`src/inc/ohs_pkg.sv`:
```
// Package for the overcurrent hiccup sequencer: timing counts, limits, states, carriers.
// Assumes a single 20 MHz reference clock.
package ohs_pkg;

    localparam int unsigned CLK_HZ         = 20_000_000;
    localparam int unsigned WAIT_MS        = 12;
    localparam int unsigned WAIT_CYCLES    = (WAIT_MS * (CLK_HZ / 1000));
    localparam int unsigned RETRY_MAX      = 7;
    localparam int unsigned CORE_CHANNELS  = 4;
    localparam int unsigned CUR_W          = 12;
    // Currents are in units of 1 uA
    localparam logic [CUR_W-1:0] OCP_NOM_UA  = 12'h064;
    localparam logic [CUR_W-1:0] OCP_SS_UA   = 12'h08C;
    localparam logic [CUR_W-1:0] OCL_REF_UA  = 12'h08C;
    localparam logic [3:0]       RETRY_RESET = 4'h0;

    typedef enum logic [4:0] {
        OHS_OFF      = 5'b00001,
        OHS_SOFT     = 5'b00010,
        OHS_RUN      = 5'b00100,
        OHS_WAIT     = 5'b01000,
        OHS_LATCHED  = 5'b10000
    } ohs_state_type;

    typedef struct packed {
        logic [CORE_CHANNELS-1:0] upper;
        logic [CORE_CHANNELS-1:0] lower;
    } ohs_gate_type;

endpackage : ohs_pkg

```
`src/rtl/ohs_sequencer.sv`:
```
// Overcurrent hiccup sequencer for a multi-phase core and a single-phase north-bridge buck.
// Assumes synchronous inputs, PWM requests from the modulator, and soft-start done from ramp logic.
// Summary of operation
// - Shutdown: gates low, ext pwm hi-z, power-good low
// - Hold drives off for 12 ms
// - Retry soft-start only if still enabled
// - Repeat hiccup up to seven retries, eight attempts total
// - Fault on final core retry latches both off
// - Trip level raised 1.4x during soft-start
// - Clean soft-start clears retry counter
// - Nominal level after soft-start; retrip allowed
// - NB fault shuts only NB drives
// - Seven failed NB retries latch both off
// - Power-save core trip uses single phase
// - Restart after power-save fault in normal mode
// - Channel over limit: upper low, lower high
// - Upper held low until channel current drops
// - Averaged current above 100 uA per active phase trips protection
`timescale 1ns/1ps

module ohs_sequencer
    import ohs_pkg::*;
#(
    parameter int unsigned WAIT_COUNT = WAIT_CYCLES
) (
    input  wire logic                       i_ref_clk,
    input  wire logic                       i_rst,
    input  wire logic                       i_enable,
    input  wire logic                       i_power_save_select_n,
    input  wire logic                       i_ext_phases_active,
    input  wire logic                       i_core_soft_done,
    input  wire logic                       i_nb_soft_done,
    input  wire logic [CUR_W-1:0]           i_core_avg_ua,
    input  wire logic [CUR_W-1:0]           i_nb_avg_ua,
    input  wire logic [CUR_W*CORE_CHANNELS-1:0] i_chan_ua,
    input  wire logic [CORE_CHANNELS-1:0]   i_core_pwm,
    input  wire logic                       i_nb_pwm,
    output logic [CORE_CHANNELS-1:0]        o_upper_gate_drive,
    output logic [CORE_CHANNELS-1:0]        o_lower_gate_drive,
    output logic                            o_nb_upper_gate_drive,
    output logic                            o_nb_lower_gate_drive,
    output logic [1:0]                      o_ext_pwm_oe,
    output logic                            o_power_good_out,
    output logic                            o_core_soft_start,
    output logic                            o_nb_soft_start,
    output logic                            o_power_save_active,
    output logic                            o_latched_off
);

    localparam logic [22:0] WAIT_LAST = 23'(WAIT_COUNT - 1);

    ohs_state_type core_r;
    ohs_state_type core_nxt;
    ohs_state_type nb_r;
    ohs_state_type nb_nxt;
    logic [22:0]   core_cnt_r;
    logic [22:0]   nb_cnt_r;
    logic [3:0]    core_retry_r;
    logic [3:0]    nb_retry_r;
    logic          psave_r;
    logic          psave_nxt;
    logic [CORE_CHANNELS-1:0] ocl_r;
    logic [CUR_W+1:0]         core_limit;
    logic          core_trip;
    logic          nb_trip;
    logic          core_wait_end;
    logic          nb_wait_end;
    logic          latch_now;
    ohs_gate_type  gate_nxt;

    // Trip thresholds; core limit scales with active phase count
    always_comb begin
        logic [CUR_W-1:0] base;
        logic [2:0]       phases;
        base   = (core_r == OHS_SOFT) ? OCP_SS_UA : OCP_NOM_UA;
        phases = psave_r ? 3'd1 : (i_ext_phases_active ? 3'd4 : 3'd2);
        core_limit = (CUR_W+2)'(base * phases);
    end

    assign core_trip = ({2'b00, i_core_avg_ua} > core_limit);
    assign nb_trip   = (i_nb_avg_ua > ((nb_r == OHS_SOFT) ? OCP_SS_UA : OCP_NOM_UA));
    assign core_wait_end = (core_r == OHS_WAIT) && (core_cnt_r == WAIT_LAST);
    assign nb_wait_end   = (nb_r == OHS_WAIT) && (nb_cnt_r == WAIT_LAST);
    // Final attempt: fault again once seven retries are used
    assign latch_now = ((core_r == OHS_SOFT || core_r == OHS_RUN) && core_trip
                        && core_retry_r == 4'(RETRY_MAX))
                     || ((nb_r == OHS_SOFT || nb_r == OHS_RUN) && nb_trip
                        && nb_retry_r == 4'(RETRY_MAX));

    // Core sequencer
    always_comb begin
        core_nxt = core_r;
        case (core_r)
            OHS_OFF: begin
                if (i_enable) begin
                    core_nxt = OHS_SOFT;
                end
            end
            OHS_SOFT: begin
                if (core_trip) begin
                    core_nxt = OHS_WAIT;
                end else if (i_core_soft_done) begin
                    core_nxt = OHS_RUN;
                end
            end
            OHS_RUN: begin
                if (core_trip) begin
                    core_nxt = OHS_WAIT;
                end else if (!i_enable) begin
                    core_nxt = OHS_OFF;
                end
            end
            OHS_WAIT: begin
                if (core_wait_end) begin
                    core_nxt = i_enable ? OHS_SOFT : OHS_OFF;
                end
            end
            OHS_LATCHED: begin
                core_nxt = OHS_LATCHED;
            end
            default: begin
                core_nxt = OHS_OFF;
            end
        endcase
        if (latch_now) begin
            core_nxt = OHS_LATCHED;
        end
    end

    // North-bridge sequencer, same hiccup flow on its own drives
    always_comb begin
        nb_nxt = nb_r;
        case (nb_r)
            OHS_OFF: begin
                if (i_enable) begin
                    nb_nxt = OHS_SOFT;
                end
            end
            OHS_SOFT: begin
                if (nb_trip) begin
                    nb_nxt = OHS_WAIT;
                end else if (i_nb_soft_done) begin
                    nb_nxt = OHS_RUN;
                end
            end
            OHS_RUN: begin
                if (nb_trip) begin
                    nb_nxt = OHS_WAIT;
                end else if (!i_enable) begin
                    nb_nxt = OHS_OFF;
                end
            end
            OHS_WAIT: begin
                if (nb_wait_end) begin
                    nb_nxt = i_enable ? OHS_SOFT : OHS_OFF;
                end
            end
            OHS_LATCHED: begin
                nb_nxt = OHS_LATCHED;
            end
            default: begin
                nb_nxt = OHS_OFF;
            end
        endcase
        if (latch_now) begin
            nb_nxt = OHS_LATCHED;
        end
    end

    always_ff @(posedge i_ref_clk) begin
        if (i_rst) begin
            core_r <= OHS_OFF;
            nb_r   <= OHS_OFF;
        end else begin
            core_r <= core_nxt;
            nb_r   <= nb_nxt;
        end
    end

    // Shutdown wait timers
    always_ff @(posedge i_ref_clk) begin
        if (i_rst || core_r != OHS_WAIT) begin
            core_cnt_r <= '0;
        end else if (!core_wait_end) begin
            core_cnt_r <= core_cnt_r + 23'd1;
        end
    end

    always_ff @(posedge i_ref_clk) begin
        if (i_rst || nb_r != OHS_WAIT) begin
            nb_cnt_r <= '0;
        end else if (!nb_wait_end) begin
            nb_cnt_r <= nb_cnt_r + 23'd1;
        end
    end

    // Retry counters: bump on each retry, clear on clean start
    always_ff @(posedge i_ref_clk) begin
        if (i_rst) begin
            core_retry_r <= RETRY_RESET;
        end else if (core_wait_end && i_enable) begin
            core_retry_r <= core_retry_r + 4'd1;
        end else if (core_r == OHS_SOFT && core_nxt == OHS_RUN) begin
            core_retry_r <= RETRY_RESET;
        end
    end

    // North-bridge retries count apart from the core
    always_ff @(posedge i_ref_clk) begin
        if (i_rst) begin
            nb_retry_r <= RETRY_RESET;
        end else if (nb_wait_end && i_enable) begin
            nb_retry_r <= nb_retry_r + 4'd1;
        end else if (nb_r == OHS_SOFT && nb_nxt == OHS_RUN) begin
            nb_retry_r <= RETRY_RESET;
        end
    end

    // Power-save level only while running; any trip, stop or restart returns to normal
    always_comb begin
        psave_nxt = 1'b0;
        if (core_r == OHS_RUN) begin
            psave_nxt = !i_power_save_select_n && !core_trip;
        end
    end

    // Status output takes the same next value so it always matches the level in use
    always_ff @(posedge i_ref_clk) begin
        if (i_rst) begin
            psave_r <= 1'b0;
        end else begin
            psave_r <= psave_nxt;
        end
    end

    // Per-channel current limit
    genvar ch;
    generate
        for (ch = 0; ch < CORE_CHANNELS; ch++) begin : g_ocl
            // Over-limit state holds while the channel sits exactly at the reference
            always_ff @(posedge i_ref_clk) begin
                if (i_rst) begin
                    ocl_r[ch] <= 1'b0;
                end else if (i_chan_ua[ch*CUR_W +: CUR_W] > OCL_REF_UA) begin
                    ocl_r[ch] <= 1'b1;
                end else if (i_chan_ua[ch*CUR_W +: CUR_W] < OCL_REF_UA) begin
                    ocl_r[ch] <= 1'b0;
                end
            end
            always_comb begin
                logic over;
                over = ocl_r[ch] || (i_chan_ua[ch*CUR_W +: CUR_W] > OCL_REF_UA);
                gate_nxt.upper[ch] = i_core_pwm[ch] && !over;
                gate_nxt.lower[ch] = !i_core_pwm[ch] || over;
            end
        end
    endgenerate

    // Registered drive outputs
    always_ff @(posedge i_ref_clk) begin
        if (i_rst) begin
            o_upper_gate_drive    <= '0;
            o_lower_gate_drive    <= '0;
            o_nb_upper_gate_drive <= 1'b0;
            o_nb_lower_gate_drive <= 1'b0;
            o_ext_pwm_oe          <= 2'b00;
            o_power_good_out      <= 1'b0;
        end else begin
            if (core_nxt == OHS_SOFT || core_nxt == OHS_RUN) begin
                o_upper_gate_drive <= gate_nxt.upper;
                o_lower_gate_drive <= gate_nxt.lower;
                o_ext_pwm_oe       <= {2{i_ext_phases_active}};
            end else begin
                o_upper_gate_drive <= '0;
                o_lower_gate_drive <= '0;
                o_ext_pwm_oe       <= 2'b00;
            end
            if (nb_nxt == OHS_SOFT || nb_nxt == OHS_RUN) begin
                o_nb_upper_gate_drive <= i_nb_pwm;
                o_nb_lower_gate_drive <= !i_nb_pwm;
            end else begin
                o_nb_upper_gate_drive <= 1'b0;
                o_nb_lower_gate_drive <= 1'b0;
            end
            o_power_good_out <= (core_nxt == OHS_RUN) && (nb_nxt == OHS_RUN);
        end
    end

    // Status
    always_ff @(posedge i_ref_clk) begin
        if (i_rst) begin
            o_core_soft_start   <= 1'b0;
            o_nb_soft_start     <= 1'b0;
            o_power_save_active <= 1'b0;
            o_latched_off       <= 1'b0;
        end else begin
            o_core_soft_start   <= (core_nxt == OHS_SOFT);
            o_nb_soft_start     <= (nb_nxt == OHS_SOFT);
            o_power_save_active <= psave_nxt;
            o_latched_off       <= (core_nxt == OHS_LATCHED);
        end
    end

endmodule : ohs_sequencer

```
`config.mk`:
```
export PLATFORM = sky130hd
export DESIGN_NAME = ohs_sequencer
export DESIGN_NICKNAME = d
export VERILOG_FILES = /design/src/inc/ohs_pkg.sv /design/src/rtl/ohs_sequencer.sv
export SDC_FILE = /design/constraint.sdc
export NUM_CORES = 1
export LEC_CHECK = 0
export BUFFER_PORTS_ARGS = -buffer_cell sky130_fd_sc_hd__buf_2
export CAP_MARGIN = 40
export CORE_MARGIN = 1
export CORE_UTILIZATION = 40
export CTS_CLUSTER_DIAMETER = 30
export CTS_CLUSTER_SIZE = 28
export DETAILED_ROUTE_END_ITERATION = 6
export PLACE_DENSITY = 0.67
export SYNTH_ARGS = -nofsm -noshare
export SYNTH_HDL_FRONTEND = slang
export SYNTH_SLANG_ARGS = --single-unit
```
`constraint.sdc`:
```
create_clock -name i_ref_clk -period 6.2 [get_ports i_ref_clk]
set_input_delay 1.86 -clock i_ref_clk [delete_from_list [all_inputs] [get_ports i_ref_clk]]
set_output_delay 1.86 -clock i_ref_clk [all_outputs]
set_load 0.05 [all_outputs]
```
==> impl_summary.txt <==
----------------------------------------------------
[Floorplan]
  Placeable core area ... 0.0114 sq mm
  Die Wd ... 110 um
  Number of top-level design ports ... 101
  Die height ... 110 um
  Standard-cell rows ... 39
  Die Area ... 0.0121 sq mm
  Starting utilization of the core area ... 41.0%

[Hold path]
  Min-Delay Startpoint ... nb_retry_r[1]
  Instance count along the most critical hold path ... 2
  Path category of the worst min-delay check ... flip-flop to flip-flop

[Timing]
  Total setup violations reported at the end of the flow ... 0
  Time the worst path needs with I/O delays and setup ... 5750 ps
  Relative slew slack ... 40.9%
  FMAX ... 174 MHz
  Worst-Margin Slew ... 884 ps
  Post-Route Skew ... 6.93 ps
  Setup repair after global routing missed its margin ... no
  Max Transition Viols Final ... 0
  Post-route fraction of the period consumed by the critical path ... 92.7%
  Hold Vio Cnt, Final ... 0
  Setup TNS after final layout ... 0 ps

[CTS]
  Clock network latency to the later pin of the worst-skew pair ... 340 ps
  Buffer depth of the longest clock path ... 2
  CTS root buffer ... clkbuf_16
  Clock input transition at the sequential cells of the worst setup and hold paths ... 60 ps
  Buffer count from post-CTS setup fixing ... 0
  Post_cts resized ... 0
  Number of sinks on the clock net ... 84
  Number of buffers added by the clock tree synthesis step ... 9
  TritonCTS clock tree ... yes
  Hold-fix buffers at CTS ... 0
  H-tree levels ... 3

[Setup path]
  CP endpoint kind ... flip-flop
  Sort of element at the start of the critical path ... primary input
  Setup CP Type ... primary input to flip-flop
  Crit Path Max Fanout ... 16
  Count of cells along the worst register-to-register path ... 17
  Worst Path Arrival ... 6010 ps
  Required time of the critical path ... 6460 ps
  Critical Path Start ... i_ext_phases_active
  Beginning of the worst register-to-register path ... core_r[1]

[Routing]
  Drt pass-1 iters ... 5
  Antenna viol nets, final ... 0
  Routed wire length per instance ... 13.6 um
  Total wire length after detailed routing ... 10900 um
  Vias per cell ... 5.38
  Number of DRC markers after the initial detailed-route iteration ... 166
  Vias ... 4328
  Number of remaining DRC errors ... 0

[Synth]
  Number of instances in the synthesized netlist ... 558
  Main combinational cell family by area after synthesis ... simple AND/OR/NAND/NOR gates
  Prevailing post-synth register cell ... dfxtp_1
  Mux contribution to synthesized area ... 0.429%
  Netlist cell types ... 63
  Synth Area per Inst ... 8.35 sq um
  Most common cell in the netlist ... dfxtp_1
  Mapped Area ... 0.00466 sq mm
  Top-area cell type share of the netlist area ... 36.1%
  Proportion of synthesized flip-flops having asynchronous set or reset ... 0%
  Post-synthesis share of cell area spent on xor and xnor gates ... 8.08%
  List of most frequent post-synthesis cells ... dfxtp_1 (84), nor2_1 (69), nand2_1 (46), a21oi_1 (32), nor3_1 (30)
  Number of synthesized register bits ... 84
  Number of warnings issued by yosys ... 0
  Synthesized-area fraction occupied by and/or/nand/nor cells ... 32.4%
  Sequential fraction of the synthesis area ... 36.1%
  Post-synthesis cell type with the largest combined area ... dfxtp_1
  Top post-synthesis cells by area ... dfxtp_1 (36%), ha_1 (6.7%), nor2_1 (5.6%)
  Adder-cell share of the synthesized area ... 7.57%
  Post-synthesis compound-gate area fraction ... 12.0%
  Count of flip-flops with a built-in enable after synthesis ... 0

[Run]
  Maxcap violations ... 0

[Pwr]
  Total power per unit cell area ... 226 mW/mm^2
  VDD IR-drop max ... 0.144 mV
  Leakage power ... 2.16 nW

[Finish]
  Fillcell total ... 1085
  Fraction of layout instances using a drive strength above 1 ... 20.9%
  Sequential cell area ... 0.00168 sq mm
  Final Net Count ... 767
  Area used by multi-input combinational logic ... 0.00283 sq mm
  Antenna Cells ... 0
  Final Non-Filler Cells ... 804
  Area growth, synth to finish ... 19.8%

[GRT]
  Overflow left after global routing ... 0
  Largest net degree at the start of global routing ... 24
  Number of global-route vias before repair ... 4087
  First-pass GRT wire length ... 17800 um
  Total global routing track utilization ... 18.9%
  Initial antenna violation count ... 0

[Placement]
  DP Wirelength ... 8400 um
  IO Port Bufs ... 100
  Routability cong. ... 0.794
  Post-placement cell count ... 788

[Outcome]
  Result of the run ... finished, final reports clean

----------------------------------------------------
==> layout make-up <==
| class | instances | share of cell area (%) |
|---|---|---|
| clock inverters | 5 | 1.08 |
| flip-flops and latches | 84 | 30.1 |
| clock buffers | 11 | 4.35 |
| multi-input cells | 439 | 50.7 |
| well taps | 143 | 3.20 |
| repair buffers | 102 | 9.23 |
| inverters | 20 | 1.34 |
==> stage by stage <==
step	area, sq um	setup slack (ps)	hold slack, ps	power (mW)	util, %
after floorplan	4670	717	462	0.679	-
after global placement	5280	251	481	0.730	46.4
after detailed placement	5280	115	487	0.736	46.4
after CTS	5580	464	496	1.28	49.1
after global routing	5580	31.7	511	1.32	49.1
final	5580	450	493	1.26	49.1
==> critical path, stage by stage <==
cell and delay, ps:
buf_2 130, nor3_1 230, ha_1 280, ha_1 230, fa_1 400, a21oi_1 160, nor2_1 50, nor2_1 150
o21bai_1 80, a21oi_1 170, ha_1 280, a211oi_1 220, nand2_1 120, or3b_2 500, and3_1 240, or3_1 630
nor3b_1 280
==> cell families (layout without fill, tap and decap cells) <==
family | after synthesis | in the layout
buf+inv | 37 | 138
fa+ha+maj | 27 | 27
flops | 84 | 84
mux | 2 | 2
simple gates | 275 | 275
compound gates | 89 | 89
other cells | 1 | 3
xor+xnor | 43 | 43
==> power breakdown <==
group | switching [mW] | internal (mW) | leakage, nW
Combinational | 0.0971 | 0.0676 | 1.34
Sequential | 0.00846 | 0.551 | 0.680
Clock | 0.214 | 0.324 | 0.146
Total | 0.320 | 0.943 | 2.16
==> cells in the final DEF (no fill, tap or decap), types with 5 or more instances in the layout <==
cell and instances:
nor3_1 30, dfxtp_1 84, nor3b_1 5, and4_1 5, nor4_1 6, nor2b_1 7
or3_1 11, o211ai_1 6, ha_1 25, nand3_1 25, nand4_1 19, xnor2_1 24
inv_1 20, nand3b_1 5, a21oi_1 32, and3_1 11, clkbuf_16 9, xor2_1 19
nand2_1 46, buf_2 100, nor2_1 69, o21ai_0 22
==> state kept, by name, indices dropped and copies added, names as in the netlist, 4 cells and up <==
signal and flops:
core_cnt_r 23, nb_cnt_r 23, core_r 5, nb_r 5, core_retry_r 4, nb_retry_r 4
o_lower_gate_drive 4, o_upper_gate_drive 4, ocl_r 4
==> routing by layer <==
layer | vias to the layer above | track usage (%) | routed length (um)
met5 | - | 0 | 0
met4 | 0 | 5.05 | 91
met3 | 7 | 5.04 | 493
met2 | 81 | 33.9 | 5520
met1 | 2039 | 21.9 | 4810
li1 | 2201 | - | -
==> path summary, 6_finish.rpt <==
check	end	slack (ps)
worst max-delay path	o_lower_gate_drive[0]	450
worst min register to register	nb_retry_r[1]	490
worst min-delay path	nb_retry_r[1]	490
worst max register to register	o_lower_gate_drive[0]	1250
Note: power is estimated with default switching activity, not from simulation.
